### src/inc/sbi_defines.svh
// register map, field positions, reset values and last-beat indices of the system bus interface
`ifndef SBI_DEFINES_SVH
`define SBI_DEFINES_SVH

// ==========================================
// register byte offsets
`define SBI_A_CFG0      6'h00
`define SBI_A_CFG1      6'h04
`define SBI_A_ADDR      6'h08
`define SBI_A_ATTR      6'h0c
`define SBI_A_GO        6'h10

// ==========================================
// hw_impl_config0 fields
`define SBI_CFG0_ABE    0
`define SBI_CFG0_CE     1
`define SBI_CFG0_RST    2'h0

// ==========================================
// hw_impl_config1 status fields
`define SBI_ST_RATIO    4:0
`define SBI_ST_BUSY     8
`define SBI_ST_RETRY    9
`define SBI_ST_DONE     10
`define SBI_ST_PINS     15:12

// ==========================================
// transfer attribute fields
`define SBI_AT_TT       4:0
`define SBI_AT_BYTES    8:5
`define SBI_AT_READ     9
`define SBI_AT_AONLY    10
`define SBI_AT_CI       11
`define SBI_AT_WT       12
`define SBI_AT_BLK      13
`define SBI_AT_RST      14'h0020

// ==========================================
// last-beat indices (beats minus one)
`define SBI_BEAT_BURST  2'h3
`define SBI_BEAT_SINGLE 2'h0

`endif

### src/inc/sbi_pkg.sv
// types shared by the system bus interface
package sbi_pkg;
	typedef enum logic [2:0] {
		ST_IDLE  = 3'h0,
		ST_AREQ  = 3'h1,
		ST_ATEN  = 3'h2,
		ST_AWAIT = 3'h3,
		ST_DREQ  = 3'h4,
		ST_BEAT  = 3'h5
	} sbi_state_t;
	typedef logic [31:0] sbi_word_t;
	typedef logic [63:0] sbi_dword_t;
endpackage

### src/hdl/sbi_bus_unit.sv
// system bus interface: wishbone register slave driving a decoupled address/data processor bus
//
// Our own choices: the register offsets and the Wishbone interface to the registers.
`timescale 1ns/1ps
`include "sbi_defines.svh"

// How it works
// - single beat moves 1,2,3,4 or 8 bytes
// - inhibited, write-through, caches-off go single-beat
// - bursts carry whole 32-byte block, four beats
// - address-only, attribute variants and retry supported
// - address-only broadcast only when enable bit set
// - io uses the same memory protocol
// - address and data tenures are separate phases
// - reads never pass stores: one command in flight at a time
// - writes may enter between read tenures
// - address tenure may overlap another data tenure
// - address and data owners may differ
// - win address bus, then pulse transfer start
// - drive type, size, burst, wt, ci attributes
// - data bus has its own arbitration
// - active-low pins asserted when low
// - 32-bit address, 5-bit type, active high
// - interrupt, checkstop, soft and hard reset inputs
// - core clock multiplier from 5-bit ratio
// - software reads the clock ratio
// - second-level misses fetched over this bus
module sbi_bus_unit (
	input  wire logic             sys_clk,
	input  wire logic             reset,
	input  wire logic             wb_cyc,
	input  wire logic             wb_stb,
	input  wire logic             wb_we,
	input  wire logic [5:0]       wb_adr,
	input  wire logic [3:0]       wb_sel,
	input  wire sbi_pkg::sbi_word_t  wb_dat_w,
	output sbi_pkg::sbi_word_t    wb_dat_r,
	output logic                  wb_ack,
	output logic                  bus_request_n,
	input  wire logic             bus_grant_n,
	output logic                  transfer_start_n,
	output logic [31:0]           address_out,
	output logic                  address_oe_n,
	output logic [4:0]            transfer_type_code,
	output logic [2:0]            transfer_size,
	output logic                  burst_n,
	output logic                  write_through_n,
	output logic                  cache_inhibit_n,
	input  wire logic             address_ack_n,
	input  wire logic             address_retry_n,
	input  wire logic             data_grant_n,
	input  wire logic             transfer_ack_n,
	input  wire sbi_pkg::sbi_dword_t data_in,
	output sbi_pkg::sbi_dword_t   data_out,
	output logic                  data_oe_n,
	input  wire logic             interrupt_n,
	input  wire logic             checkstop_n,
	input  wire logic             soft_reset_n,
	input  wire logic             hard_reset_n,
	input  wire logic [4:0]       pll_ratio,
	output logic [4:0]            core_multiplier,
	output logic                  core_interrupt,
	output logic                  core_checkstop,
	output logic                  core_soft_reset,
	output logic                  core_hard_reset
);
	import sbi_pkg::*;

	localparam int SW = 78;

	// ==========================================
	// pin synchronisers: every pin passes two flops
	logic [SW-1:0] sync1_ff;
	logic [SW-1:0] sync2_ff;
	always_ff @(posedge sys_clk) begin
		sync1_ff <= {data_in, pll_ratio, hard_reset_n, soft_reset_n, checkstop_n, interrupt_n,
			transfer_ack_n, data_grant_n, address_retry_n, address_ack_n, bus_grant_n};
		sync2_ff <= sync1_ff;
	end

	logic       bg_s, aack_s, retry_s, dbg_s, ta_s;
	logic [3:0] pins_s;
	logic [4:0] ratio_s;
	sbi_dword_t din_s;
	// active-low pins are decoded here once
	assign bg_s    = !sync2_ff[0];
	assign aack_s  = !sync2_ff[1];
	assign retry_s = !sync2_ff[2];
	assign dbg_s   = !sync2_ff[3];
	assign ta_s    = !sync2_ff[4];
	assign pins_s  = ~sync2_ff[8:5];
	assign ratio_s = sync2_ff[13:9];
	assign din_s   = sync2_ff[77:14];

	// ==========================================
	// helpers
	function automatic sbi_word_t merge(input sbi_word_t old, input sbi_word_t nw, input logic [3:0] sel);
		merge = old;
		for (int i = 0; i < 4; i++) begin
			if (sel[i]) begin
				merge[i*8 +: 8] = nw[i*8 +: 8];
			end
		end
	endfunction

	// ==========================================
	// state
	sbi_state_t st_ff;
	logic [1:0] cfg0_ff;
	logic [13:0] attr_ff;
	logic [31:0] addr_ff;
	sbi_dword_t buf_mem [4];
	logic [1:0] beat_ff;
	logic [1:0] last_ff;
	logic       retried_ff;
	logic       done_ff;
	logic [4:0] ratio_ff;
	logic       cap_ff;
	logic       ack_ff;
	sbi_word_t  rd_ff;

	logic wb_req, wr, go, busy, aonly_skip, burst_sel;
	sbi_word_t rd_ff_next;
	sbi_word_t cfg0_wr;
	sbi_word_t attr_wr;
	assign cfg0_wr = merge({30'h0, cfg0_ff}, wb_dat_w, wb_sel);
	assign attr_wr = merge({18'h0, attr_ff}, wb_dat_w, wb_sel);
	assign wb_req = wb_cyc && wb_stb && !ack_ff;
	assign wr     = wb_req && wb_we;
	assign busy   = st_ff != ST_IDLE;
	assign go     = wr && wb_adr[5:2] == `SBI_A_GO >> 2 && wb_sel[0] && !busy;
	// address-only traffic stays off the bus unless broadcast is enabled
	assign aonly_skip = attr_ff[`SBI_AT_AONLY] && !cfg0_ff[`SBI_CFG0_ABE];
	// whole cached blocks burst; inhibited, write-through or caches-off go single
	assign burst_sel = attr_ff[`SBI_AT_BLK] && !attr_ff[`SBI_AT_CI] && !attr_ff[`SBI_AT_WT]
		&& cfg0_ff[`SBI_CFG0_CE];

	// ==========================================
	// wishbone slave: answers one edge after the request, every address
	always_ff @(posedge sys_clk) begin
		if (reset) begin
			ack_ff <= 1'b0;
		end else begin
			ack_ff <= wb_req;
		end
	end

	always_ff @(posedge sys_clk) begin
		if (reset) begin
			cfg0_ff <= `SBI_CFG0_RST;
			attr_ff <= `SBI_AT_RST;
			addr_ff <= 32'h0;
		end else if (wr && !busy) begin
			// attributes are frozen while a transfer runs
			unique case (wb_adr[5:2])
				`SBI_A_CFG0 >> 2: cfg0_ff <= cfg0_wr[1:0];
				`SBI_A_ADDR >> 2: addr_ff <= merge(addr_ff, wb_dat_w, wb_sel);
				`SBI_A_ATTR >> 2: attr_ff <= attr_wr[13:0];
				default: ;
			endcase
		end
	end

	always_comb begin
		rd_ff_next = 32'h0;
		if (wb_adr[5]) begin
			rd_ff_next = wb_adr[2] ? buf_mem[wb_adr[4:3]][63:32] : buf_mem[wb_adr[4:3]][31:0];
		end else begin
			unique case (wb_adr[4:2])
				3'h0: rd_ff_next = {30'h0, cfg0_ff};
				3'h1: begin
					rd_ff_next[`SBI_ST_RATIO] = ratio_ff;
					rd_ff_next[`SBI_ST_BUSY]  = busy;
					rd_ff_next[`SBI_ST_RETRY] = retried_ff;
					rd_ff_next[`SBI_ST_DONE]  = done_ff;
					rd_ff_next[`SBI_ST_PINS]  = pins_s;
				end
				3'h2: rd_ff_next = addr_ff;
				3'h3: rd_ff_next = {18'h0, attr_ff};
				default: rd_ff_next = 32'h0;
			endcase
		end
	end

	always_ff @(posedge sys_clk) begin
		if (reset) begin
			rd_ff <= 32'h0;
		end else if (wb_req && !wb_we) begin
			rd_ff <= rd_ff_next;
		end
	end
	assign wb_ack   = ack_ff;
	assign wb_dat_r = rd_ff;

	// ==========================================
	// transfer engine
	logic       br_n_ff, ts_n_ff, aoe_n_ff, doe_n_ff;
	logic       tbst_n_ff, wt_n_ff, ci_n_ff;
	logic [4:0] tt_ff;
	logic [2:0] tsiz_ff;
	logic [31:0] aout_ff;
	logic [1:0] nxt_beat;
	sbi_dword_t dout_ff;

	assign nxt_beat = (st_ff == ST_BEAT && ta_s) ? beat_ff + 2'h1 : (st_ff == ST_BEAT ? beat_ff : 2'h0);

	// io and memory follow the same sequence; the command word only carries a type code
	always_ff @(posedge sys_clk) begin
		if (reset) begin
			st_ff <= ST_IDLE;
			br_n_ff <= 1'b1;
			ts_n_ff <= 1'b1;
			aoe_n_ff <= 1'b1;
			doe_n_ff <= 1'b1;
			beat_ff <= 2'h0;
			last_ff <= 2'h0;
			retried_ff <= 1'b0;
			done_ff <= 1'b0;
		end else begin
			unique case (st_ff)
				ST_IDLE: begin
					if (go) begin
						retried_ff <= 1'b0;
						done_ff <= aonly_skip;
						last_ff <= burst_sel ? `SBI_BEAT_BURST : `SBI_BEAT_SINGLE;
						if (!aonly_skip) begin
							st_ff <= ST_AREQ;
							br_n_ff <= 1'b0;
						end
					end
				end
				ST_AREQ: begin
					// any grant policy is fine: wait as long as it takes
					if (bg_s) begin
						st_ff <= ST_ATEN;
						br_n_ff <= 1'b1;
						ts_n_ff <= 1'b0;
						aoe_n_ff <= 1'b0;
					end
				end
				ST_ATEN: begin
					ts_n_ff <= 1'b1;
					st_ff <= ST_AWAIT;
				end
				ST_AWAIT: begin
					if (retry_s) begin
						st_ff <= ST_AREQ;
						br_n_ff <= 1'b0;
						aoe_n_ff <= 1'b1;
						retried_ff <= 1'b1;
					end else if (aack_s) begin
						// address bus freed here, so another address tenure may overlap our data
						aoe_n_ff <= 1'b1;
						if (attr_ff[`SBI_AT_AONLY]) begin
							st_ff <= ST_IDLE;
							done_ff <= 1'b1;
						end else begin
							st_ff <= ST_DREQ;
						end
					end
				end
				ST_DREQ: begin
					if (dbg_s) begin
						st_ff <= ST_BEAT;
						beat_ff <= 2'h0;
						doe_n_ff <= attr_ff[`SBI_AT_READ];
					end
				end
				ST_BEAT: begin
					if (ta_s) begin
						beat_ff <= nxt_beat;
						if (beat_ff == last_ff) begin
							st_ff <= ST_IDLE;
							doe_n_ff <= 1'b1;
							done_ff <= 1'b1;
						end
					end
				end
				default: st_ff <= ST_IDLE;
			endcase
		end
	end

	// attributes ride with the address; one command in flight keeps load/store order.
	// a block fetch after a second-level miss is a burst read issued here
	always_ff @(posedge sys_clk) begin
		if (reset) begin
			aout_ff <= 32'h0;
			tt_ff <= 5'h0;
			tsiz_ff <= 3'h0;
			tbst_n_ff <= 1'b1;
			wt_n_ff <= 1'b1;
			ci_n_ff <= 1'b1;
		end else if (st_ff == ST_AREQ && bg_s) begin
			aout_ff <= addr_ff;
			tt_ff <= attr_ff[`SBI_AT_TT];
			// 8 bytes encodes as zero
			tsiz_ff <= attr_ff[`SBI_AT_BYTES] >= 4'h8 ? 3'h0 : attr_ff[7:5];
			tbst_n_ff <= last_ff != `SBI_BEAT_BURST;
			wt_n_ff <= !attr_ff[`SBI_AT_WT];
			ci_n_ff <= !attr_ff[`SBI_AT_CI];
		end
	end

	// data buffer: software fills/reads it, read beats land in it
	always_ff @(posedge sys_clk) begin
		if (st_ff == ST_BEAT && ta_s && attr_ff[`SBI_AT_READ]) begin
			buf_mem[beat_ff] <= din_s;
		end else if (wr && !busy && wb_adr[5]) begin
			if (wb_adr[2]) begin
				buf_mem[wb_adr[4:3]][63:32] <= merge(buf_mem[wb_adr[4:3]][63:32], wb_dat_w, wb_sel);
			end else begin
				buf_mem[wb_adr[4:3]][31:0] <= merge(buf_mem[wb_adr[4:3]][31:0], wb_dat_w, wb_sel);
			end
		end
	end

	// look one beat ahead so the next word is on the pins when the beat advances
	always_ff @(posedge sys_clk) begin
		if (reset) begin
			dout_ff <= 64'h0;
		end else begin
			dout_ff <= buf_mem[nxt_beat];
		end
	end

	// ==========================================
	// clock ratio strap and core control pins
	always_ff @(posedge sys_clk) begin
		if (reset) begin
			cap_ff <= 1'b1;
			ratio_ff <= 5'h0;
		end else if (cap_ff) begin
			cap_ff <= 1'b0;
			ratio_ff <= ratio_s;
		end
	end

	logic [3:0] core_ff;
	always_ff @(posedge sys_clk) begin
		if (reset) begin
			core_ff <= 4'h0;
		end else begin
			core_ff <= pins_s;
		end
	end

	assign bus_request_n      = br_n_ff;
	assign transfer_start_n   = ts_n_ff;
	assign address_out        = aout_ff;
	assign address_oe_n       = aoe_n_ff;
	assign transfer_type_code = tt_ff;
	assign transfer_size      = tsiz_ff;
	assign burst_n            = tbst_n_ff;
	assign write_through_n    = wt_n_ff;
	assign cache_inhibit_n    = ci_n_ff;
	assign data_out           = dout_ff;
	assign data_oe_n          = doe_n_ff;
	assign core_multiplier    = ratio_ff;
	assign {core_hard_reset, core_soft_reset, core_checkstop, core_interrupt} = core_ff;
endmodule

### config.mk
export PLATFORM = sky130hd
export DESIGN_NAME = sbi_bus_unit
export DESIGN_NICKNAME = d
export VERILOG_FILES = /design/src/inc/sbi_pkg.sv /design/src/hdl/sbi_bus_unit.sv
export VERILOG_INCLUDE_DIRS = /design/src /design/src/inc
export SDC_FILE = /design/constraint.sdc
export NUM_CORES = 1
export LEC_CHECK = 0
export BUFFER_PORTS_ARGS = -buffer_cell sky130_fd_sc_hd__buf_2
export CAP_MARGIN = 30
export CORE_ASPECT_RATIO = 1.5
export CORE_UTILIZATION = 41
export CTS_BUF_LIST = sky130_fd_sc_hd__clkbuf_16
export DETAILED_ROUTE_END_ITERATION = 10
export GPL_ROUTABILITY_DRIVEN = 0
export GPL_TIMING_DRIVEN = 0
export PLACE_DENSITY = 0.62
export SLEW_MARGIN = 0
export SYNTH_ARGS = -nofsm -noshare
export SYNTH_HDL_FRONTEND = slang
export SYNTH_SLANG_ARGS = --single-unit
export TNS_END_PERCENT = 50
### constraint.sdc
create_clock -name sys_clk -period 2.9 [get_ports sys_clk]
set_input_delay 0.145 -clock sys_clk [delete_from_list [all_inputs] [get_ports sys_clk]]
set_output_delay 0.145 -clock sys_clk [all_outputs]
set_load 0.02 [all_outputs]
==> results of run 1 <==
## synth_stat cells (37+ instances only)
master | instances | area (um2)
dfxtp_1 | 366 | 7330
edfxtp_1 | 256 | 7690
nand2_1 | 221 | 830
mux4_2 | 130 | 2930
mux2i_1 | 93 | 931
a21oi_1 | 90 | 450
nor2_1 | 83 | 312
o21ai_0 | 81 | 405
clkbuf_1 | 67 | 251
nor2b_1 | 49 | 307
mux2_2 | 38 | 428
nor3_1 | 37 | 185
## flip-flops by register name (all words and copies together) (netlist names), 2 cells and up
name	cells
address_out	32
wb_dat_r	32
transfer_size	3
sync2_ff	78
buf_mem	256
transfer_type_code	5
attr_ff	14
st_ff	3
cfg0_ff	2
sync1_ff	78
data_out	64
addr_ff	32
core_ff	4
beat_ff	2
core_multiplier	5
## critical path: stages (launching register included)
cell	delay, ns
dfxtp_1	0.39
nor3_2	0.38
nand3_2	0.34
clkbuf_2	0.41
mux2i_1	0.29
nor2_4	0.38
buf_12	0.25
## cell families after synthesis
group / Yosys count / synth area share
flops: 622 / 0.642
simple gates: 451 / 0.0904
mux: 261 / 0.183
compound gates: 225 / 0.0556
buf+inv: 122 / 0.0274
xor+xnor: 1 / 0.00118
## where the power goes
part | switching (mW) | internal (mW) | total, mW | leakage [nW]
sequential | 0.147 | 9.42 | 9.57 | 5.34
clock | 3.43 | 4.57 | 8.00 | 1.03
combinational | 1.36 | 0.812 | 2.17 | 4.88
total | 4.94 | 14.8 | 19.7 | 11.2
## cells in the final DEF, fill, tap and decap left out, types with 66 or more instances in the layout
cell / synthesis / routed
mux4_2: 130 / 130
nor2_1: 83 / 75
buf_2: 20 / 289
dlygate4sd3_1: 0 / 113
dfxtp_1: 366 / 366
edfxtp_1: 256 / 256
nand2_1: 221 / 221
mux2i_1: 93 / 93
clkbuf_1: 67 / 66
a21oi_1: 90 / 90
o21ai_0: 81 / 81
## how the worst max path moves through the flow
stage                     slack (ns)             end  startpoint
after floorplan                -0.23   buf_mem[2][0]      wb_ack
final                           0.08  buf_mem[2][45]    st_ff[2]
after CTS                       0.01  buf_mem[1][45]    st_ff[2]
after global placement         -2.77  buf_mem[0][20]    st_ff[2]
after global routing            0.01  buf_mem[2][45]    st_ff[2]
after detailed placement       -0.57  buf_mem[0][20]    st_ff[2]
## through the flow
step                      instance area (um2)  total power, mW
after floorplan                         23400             10.9
after global placement                  25700             11.7
after detailed placement                25900             11.8
after CTS                               29200             19.9
after global routing                    29200             20.4
final                                   29200             19.7
## layout make-up
cell class	instances	share of cell area
Sequential cell	622	0.514
Multi-Input combinational cell	938	0.267
Timing Repair Buffer	404	0.0950
Clock buffer	65	0.0557
Tap cell	756	0.0324
Buffer	116	0.0213
Clock inverter	47	0.0136
Inverter	6	0.000771
## routing by layer
| metal | GRT usage | vias up | routed length, um |
|---|---|---|---|
| met5 | 0 | - | 0 |
| met4 | 0.138 | 0 | 4050 |
| met3 | 0.0370 | 177 | 4960 |
| met2 | 0.450 | 745 | 37500 |
| met1 | 0.304 | 7968 | 27700 |
| li1 | - | 7114 | - |
## repair_timing
action / 4_1_cts / 5_1_grt
buffers inserted: 8 / 4
pin swaps: 5 / 2
hold endpoints to repair: 128 / 0
gates resized for setup: 3 / 0
endpoints found under the setup margin: 496 / 43
hold buffers: 113 / 0
==> flow_summary_export.csv, run 1 <==
group,metric,value,unit
floorplanning,die_w,197,um
detailed_routing,via_per_inst,5.42,
detailed_routing,drt_wl_total,74200,um
cells_and_area,seq_area,15000,um2
worst_setup_path,r2r-start,"st_ff[2]",
detailed_routing,vias,16004,
detailed_routing,final_antenna_net_count,0,
timing,fin_skew,0.0214,ns
global_route,grt_antenna_before_repair,1,
synth,synth_edf_count,256,
cts,ctsLongestPathBuffers,3,
synth,syn-num-nets,1807,
cells_and_area,fill_cells,4855,
cts,cts_tree,"done",
cells_and_area,num-nets-final,2272,
min_path,min_from,"data_in[13]",
synth,synth_cells,1682,
timing,tightest_slew,0.959,ns
cells_and_area,utilization,0.520,
min_path,holdPathEnd,"sync1_ff[27]",
timing,max_freq,354,MHz
floorplanning,initial_core_util,0.417,
synth,avgSynthCellArea,13.9,um2
timing,fin_crit_sh,0.973,
floorplanning,die_y,294,um
floorplanning,die_area,58000,um2
placed_design,hpwlAfterDp,53600,um
cts,cts_max_level,2,
global_route,grt_overflow,0,
timing,fin_hold_ws,0.145,ns
power_and_ir_drop,power_density,676,nW/um2
cells_and_area,multiInputGateArea,7800,um2
cts,root_buffer,"clkbuf_16",
placed_design,dp_worst_setup_slack,-0.573,ns
cells_and_area,syn_to_final_growth,24.9,%
timing,tns,0,ns
worst_setup_path,critPathKind,"reg -> reg",
cts,path_clk_slew,0.07,ns
synth,synth_warnings,0,
job,cap_violations,0,
synth,synth_area,23400,um2
synth,synth_cell_types,55,
worst_setup_path,arrival,3.13,ns
cells_and_area,drive_gt1_frac,0.282,
cts,clock-sinks,622,
timing,setup_viol,0,
global_route,grt_pass1_vias,16568,
synth,async_flop_share,0,
timing,drv_slew,0,
worst_setup_path,cp-start-kind,"flip-flop",
power_and_ir_drop,vdd_drop_max,378,uV
worst_setup_path,worst_r2r_path_depth,6,
detailed_routing,drc,0,
cells_and_area,stdcell_count,2954,
placed_design,dp_cells,2716,
floorplanning,ios,278,
global_route,track_usage,0.257,
timing,rsz0062_at_grt,"false",
floorplanning,core_area,56100,um2
power_and_ir_drop,p_leak,11.2,nW
global_route,grt_max_degree,26,
detailed_routing,dr.pass1.iters,7,
global_route,grt_pass1_wl,107000,um
detailed_routing,drtIter0Drc,1082,
worst_setup_path,rr_endpoint,"buf_mem[2][45]",
timing,relSlewSlack,0.360,
timing,hold_viol,0,
worst_setup_path,crit_fanout,25,
worst_setup_path,required,3.20,ns
timing,fin_ws,0.0777,ns
synth,yosys_most_used_dff,"dfxtp_1",
cts,cts_buffers,59,
outcome,status,"finished clean",
placed_design,numPortBuffers,269,
cells_and_area,diodes,0,
floorplanning,rows,106,
timing,fin_crit,2.82,ns
synth,seq_area_frac_synth,0.642,
synth,yosys_register_bits,622,
detailed_routing,routedWlPerCell,25.1,um
cts,clock_latency,0.63,ns
min_path,holdPathStages,2,
worst_setup_path,end_kind,"flip-flop",
worst_setup_path,regToRegSetupSlack,0.08,ns
min_path,hp-class,"in -> reg",
Power figures use the tool's default switching activity.
==> run 2: changes to the inputs <==
--- a/config.mk
+++ b/config.mk
@@ -14,7 +14,7 @@
 export DETAILED_ROUTE_END_ITERATION = 10
 export GPL_ROUTABILITY_DRIVEN = 0
 export GPL_TIMING_DRIVEN = 0
-export PLACE_DENSITY = 0.62
+export PLACE_DENSITY = 0.6
 export SLEW_MARGIN = 0
 export SYNTH_ARGS = -nofsm -noshare
 export SYNTH_HDL_FRONTEND = slang
==> constraint.sdc (replaced) <==
create_clock -name sys_clk -period 3.7 [get_ports sys_clk]
set_input_delay 0.185 -clock sys_clk [delete_from_list [all_inputs] [get_ports sys_clk]]
set_output_delay 0.185 -clock sys_clk [all_outputs]
set_load 0.02 [all_outputs]
==> run 2 against run 1 <==
  * Worst setup slack improved by 0.071 ns
  * Sequential cell count did not move
  * Non-clock buffer count decreased by 10
  * Combinational power fell by 22%
  * Clock power shrank 26%
  * First-iteration DRC count up 16%
  * Wire length increased by 1.3%
  * Largest power group unchanged
==> flow_summary_export.csv, run 2 (synthesized netlist as in run 1, its figures left out) <==
group,metric,value,unit
power_and_ir_drop,power_density,521,nW/um2
worst_setup_path,critPathKind,"reg -> reg",
cts,root_buffer,"clkbuf_16",
power_and_ir_drop,p_total,15.1,mW
floorplanning,rows,106,
cts,clock_latency,0.63,ns
cells_and_area,multiInputGateArea,7790,um2
detailed_routing,drtIter0Drc,1256,
timing,max_freq,282,MHz
cts,cts_max_level,2,
timing,drv_slew,0,
worst_setup_path,crit_buf_inv,2,
power_and_ir_drop,p_leak,11.1,nW
floorplanning,die_y,294,um
timing,fin_hold_ws,0.137,ns
worst_setup_path,required,4.01,ns
timing,fin_skew,0.0223,ns
floorplanning,ios,278,
floorplanning,initial_core_util,0.417,
floorplanning,die_area,58000,um2
global_route,grt_pass1_wl,107000,um
worst_setup_path,critPathMaxStageDelay,0.61,ns
timing,rsz0062_at_grt,"false",
global_route,grt_overflow,0,
floorplanning,die_w,197,um
timing,hold_viol,0,
global_route,grt_max_degree,26,
cells_and_area,seq_area,15000,um2
worst_setup_path,cp-start-kind,"flip-flop",
global_route,grt_pass1_vias,16422,
cells_and_area,reg_top3,"buf_mem (256), sync1_ff (78), sync2_ff (78)",
cells_and_area,regMostFlops,"buf_mem",
cts,ctsLongestPathBuffers,3,
placed_design,hpwlAfterDp,54400,um
cts,path_clk_slew,0.07,ns
worst_setup_path,path_delay_family,"simple AND/OR/NAND/NOR gates",
cells_and_area,fill_cells,4929,
cells_and_area,largest_reg_flops,256,
cells_and_area,utilization,0.516,
timing,fin_crit,3.55,ns
cells_and_area,final_design_area_no_fill,29000,um2
cells_and_area,layout_commonest_cell,"dfxtp_1",
timing,relSlewSlack,0.362,
cells_and_area,num-nets-final,2261,
worst_setup_path,end_kind,"flip-flop",
outcome,status,"finished clean",
min_path,hp-class,"in -> reg",
cells_and_area,drive_gt1_frac,0.277,
timing,fin_crit_sh,0.960,
detailed_routing,drc,0,
detailed_routing,drt_wl_total,75200,um
cts,cts_buffers,58,
worst_setup_path,arrival,3.87,ns
cts,cts_tree,"done",
detailed_routing,vias,16075,
detailed_routing,via_per_inst,5.46,
worst_setup_path,slowest_stage,"nor2_4",
cells_and_area,syn_to_final_growth,23.9,%
cells_and_area,layout_common_cells,"dfxtp_1 (366), buf_2 (289), edfxtp_1 (256)",
worst_setup_path,crit_chain,"nor3_1 -> nand3_1 -> clkbuf_2 -> nor2_1 -> a31oi_1 -> nor2_4 -> buf_12",
detailed_routing,routedWlPerCell,25.5,um
cts,clock-sinks,622,
placed_design,numPortBuffers,269,
floorplanning,core_area,56100,um2
detailed_routing,dr.pass1.iters,5,
timing,tightest_slew,0.957,ns
job,cap_violations,0,
detailed_routing,final_antenna_net_count,0,
timing,setup_viol,0,
global_route,grt_antenna_before_repair,0,
placed_design,dpl_cell_area,25900,um2
power_and_ir_drop,vdd_drop_max,327,uV
worst_setup_path,crit_fanout,20,
global_route,track_usage,0.259,
run 2: per-stage QoR:
step | cells | setup WS (ns) | TNS, ns
floorplan | 1682 | 0.568 | 0
global placement | 2707 | -2.10 | -515.95
detailed placement | 2716 | 0.0499 | 0
CTS | 2939 | 0.0165 | 0
global route | 2942 | 0.124 | 0
finish | 2944 | 0.148 | 0
run 2: what timing repair did:
action                     4_1_cts  5_1_grt
hold endpoints to repair       128        0
setup buffers                    0        2
gates resized for setup          0        3
hold buffers                   113        0
setup endpoints to repair        0       40
run 2: worst reg2reg max path: stages (launching register included):
cell and delay (ns):
dfxtp_1 0.39, nor3_1 0.57, nand3_1 0.59, clkbuf_2 0.49, nor2_1 0.19, a31oi_1 0.12
nor2_4 0.61, buf_12 0.27
run 2: final timing paths:
path / from / endpoint / slack (ns) / depth (start not counted)
hold reg to reg: sync1_ff[48] / sync2_ff[48] / 0.32 / 0
hold / removal: wb_we / wb_dat_r[5] / 0.14 / 5
setup reg to reg: st_ff[2] / buf_mem[3][55] / 0.15 / 7
setup / recovery: st_ff[2] / buf_mem[3][55] / 0.15 / 7
run 2: power by group:
part / internal, mW / switching, mW / total (mW)
Combinational: 0.631 / 1.07 / 1.70
Clock: 3.20 / 2.70 / 5.90
Sequential: 7.39 / 0.115 / 7.50
run 2: routing by layer:
layer / wire (um) / track usage / vias up / share of wire
met5: 0 / 0 / - / 0
met4: 3230 / 0.108 / 0 / 0.043
met3: 4700 / 0.0360 / 168 / 0.063
met2: 39000 / 0.467 / 715 / 0.52
met1: 28200 / 0.306 / 8095 / 0.38
li1: - / - / 7097 / -
run 2: final cells by class:
cell class / instances / share of cell area
sequential: 622 / 0.518
multi-input combinational: 938 / 0.269
timing repair buffer: 394 / 0.0928
clock buffer: 64 / 0.0553
tap: 756 / 0.0327
buffer: 116 / 0.0214
clock inverter: 46 / 0.00963
inverter: 6 / 0.000778
antenna: 2 / 0.000173
==> run 3: changes to the inputs <==
--- a/config.mk
+++ b/config.mk
@@ -9,6 +9,7 @@
 export BUFFER_PORTS_ARGS = -buffer_cell sky130_fd_sc_hd__buf_2
 export CAP_MARGIN = 30
 export CORE_ASPECT_RATIO = 1.5
+export CORE_MARGIN = 1.5
 export CORE_UTILIZATION = 41
 export CTS_BUF_LIST = sky130_fd_sc_hd__clkbuf_16
 export DETAILED_ROUTE_END_ITERATION = 10
==> constraint.sdc (replaced) <==
create_clock -name sys_clk -period 4.4 [get_ports sys_clk]
set_input_delay 0.22 -clock sys_clk [delete_from_list [all_inputs] [get_ports sys_clk]]
set_output_delay 0.22 -clock sys_clk [all_outputs]
set_load 0.005 [all_outputs]
==> run 3 against run 2 <==
  * Global-route usage is 0.57 points lower
  * Non-clock buffer count is 3 lower
  * Clock power is 14% lower
  * Sequential share of layout area hardly changed
  * Final cell count hardly changed
  * Sequential power is 16% lower
  * Worst hold slack better by 0.066 ns
  * Worst setup slack better by 0.58 ns
  * First-iteration DRC count is 20% lower
  * Critical endpoint is now buf_mem[3][23]
==> flow_summary_export.csv, run 3 (synthesized netlist as in run 1, its figures left out) <==
group,metric,value,unit
outcome,status,"finished clean",
cells_and_area,seq_area,15000,um2
power_and_ir_drop,p_comb_frac,0.105,
power_and_ir_drop,power_density,438,nW/um2
timing,fin_skew,0.0159,ns
worst_setup_path,crit_chain,"nor3_1 -> nand3_1 -> clkbuf_1 -> nor2_1 -> nor2_1 -> nor2_4 -> buf_16",
cts,cts_resized,0,
detailed_routing,drtIter0Drc,1008,
power_and_ir_drop,pwr-share-clk,0.398,
placed_design,numPortBuffers,269,
cells_and_area,diodes,0,
timing,rsz0062_at_grt,"false",
worst_setup_path,critPathMaxStageDelay,0.63,ns
timing,fin_crit_sh,0.835,
cts,path_clk_slew,0.07,ns
worst_setup_path,crit_fanout,18,
worst_setup_path,arrival,4.00,ns
cells_and_area,multiInputGateArea,7790,um2
worst_setup_path,end_kind,"flip-flop",
floorplanning,core_area,56600,um2
timing,setup_viol,0,
floorplanning,die_y,295,um
detailed_routing,routedWlPerCell,25.1,um
power_and_ir_drop,p_sw,3.17,mW
floorplanning,die_area,58500,um2
placed_design,dp_cells,2723,
global_route,grt_overflow,0,
worst_setup_path,slowest_stage,"nor2_4",
global_route,grt_pass1_vias,16191,
power_and_ir_drop,vdd_drop_max,340,uV
floorplanning,initial_core_util,0.413,
detailed_routing,via_per_inst,5.40,
cts,ctsLongestPathBuffers,3,
cells_and_area,largest_reg_flops,256,
global_route,use_met1,0.299,
power_and_ir_drop,p_leak,11.1,nW
global_route,grt_antenna_before_repair,1,
floorplanning,die_w,198,um
floorplanning,ios,278,
global_route,grt.busiest_layer,"met2",
timing,relSlewSlack,0.348,
floorplanning,rows,107,
cts,cts_buffers,58,
min_path,hp-class,"in -> reg",
detailed_routing,dr.pass1.iters,5,
placed_design,hpwlAfterDp,54100,um
global_route,met3_usage,0.0391,
power_and_ir_drop,p_seq_frac,0.497,
cells_and_area,reg_top3,"buf_mem (256), sync1_ff (78), sync2_ff (78)",
global_route,grt_max_degree,23,
cells_and_area,stdcell_count,2946,
worst_setup_path,critPathKind,"reg -> reg",
worst_setup_path,cp-start-kind,"flip-flop",
detailed_routing,drc,0,
timing,fin_hold_ws,0.204,ns
worst_setup_path,required,4.73,ns
cells_and_area,fill_cells,4954,
global_route,track_usage,0.253,
detailed_routing,final_antenna_net_count,0,
timing,hold_viol,0,
power_and_ir_drop,switching_share,0.250,
cells_and_area,layout_common_cells,"dfxtp_1 (366), buf_2 (289), edfxtp_1 (256)",
job,cap_violations,0,
timing,max_freq,272,MHz
cells_and_area,layout_commonest_cell,"dfxtp_1",
timing,fin_crit,3.68,ns
cts,clock_latency,0.63,ns
cts,cts_tree,"done",
cells_and_area,syn_to_final_growth,24.0,%
cts,clock-sinks,622,
cells_and_area,regMostFlops,"buf_mem",
detailed_routing,vias,15915,
timing,drv_slew,0,
worst_setup_path,crit_top_cell,"nor2_1",
cts,root_buffer,"clkbuf_16",
timing,tightest_slew,0.973,ns
cells_and_area,num-nets-final,2258,
cts,cts_max_level,2,
cells_and_area,drive_gt1_frac,0.274,
global_route,met2_usage,0.457,
detailed_routing,drt_wl_total,74000,um
global_route,grt_pass1_wl,106000,um
power_and_ir_drop,p_int,9.52,mW
## run 3: changes by cell type in the layout (fill, tap and decap cells not counted), sizes merged
| cell | delta |
|---|---|
| buf | -3 |
| bufinv | +1 |
| clkbuf | +1 |
| clkinv | +1 |
| diode | -2 |
| inv | -3 |
## run 3: path summary, 6_finish.rpt
path | start | to | slack, ns | depth (start not counted)
setup / recovery | st_ff[2] | buf_mem[3][23] | 0.72 | 7
hold / removal | wb_sel[0] | cfg0_ff[0] | 0.20 | 5
setup reg to reg | st_ff[2] | buf_mem[3][23] | 0.72 | 7
hold reg to reg | sync1_ff[48] | sync2_ff[48] | 0.32 | 0
## run 3: worst max-delay path: cells and delay by family, from the launching register on
family / cells / cell delay, ns
simple gates: 5 / 2.13
buf+inv: 2 / 0.81
flops: 1 / 0.38
## run 3: final cells by class
| cell class | instances | area share |
|---|---|---|
| tap | 763 | 0.0329 |
| clock buffer | 65 | 0.0561 |
| buffer | 116 | 0.0214 |
| inverter | 6 | 0.000777 |
| timing repair buffer | 391 | 0.0920 |
| sequential | 622 | 0.518 |
| clock inverter | 45 | 0.0101 |
| multi-input combinational | 938 | 0.269 |
## run 3: through the flow
| step | TNS (ns) | util | worst slack (ns) | cell area [um2] | total power [mW] |
|---|---|---|---|---|---|
| after global routing | 0 | 0.512 | 0.687 | 29000 | 13.1 |
| final | 0 | 0.512 | 0.724 | 29000 | 12.7 |
| after floorplan | 0 | - | 1.34 | 23400 | 7.14 |
| after detailed placement | 0 | 0.458 | 0.824 | 25900 | 7.69 |
| after CTS | 0 | 0.512 | 0.811 | 29000 | 12.8 |
| after global placement | -334.06 | 0.454 | -1.43 | 25700 | 7.67 |
## run 3: what timing repair did
action,4_1_cts,5_1_grt
hold endpoints to repair,127,0
buffers inserted,0,0
hold buffers,113,0
## run 3: power groups by stage
stage / combinational (mW) / sequential, mW / clock, mW
2_1_floorplan: 0.730 / 6.41 / 0
3_3_place_gp: 1.23 / 6.44 / 0
3_5_place_dp: 1.25 / 6.44 / 0
4_1_cts: 1.34 / 6.31 / 5.13
5_1_grt: 1.43 / 6.32 / 5.35
6_report: 1.33 / 6.31 / 5.05
## run 3: layer usage
metal,up-vias,part of all wire
li1,7090,-
met1,7963,0.38
met2,710,0.52
met3,150,0.064
met4,2,0.041
met5,-,0.00018
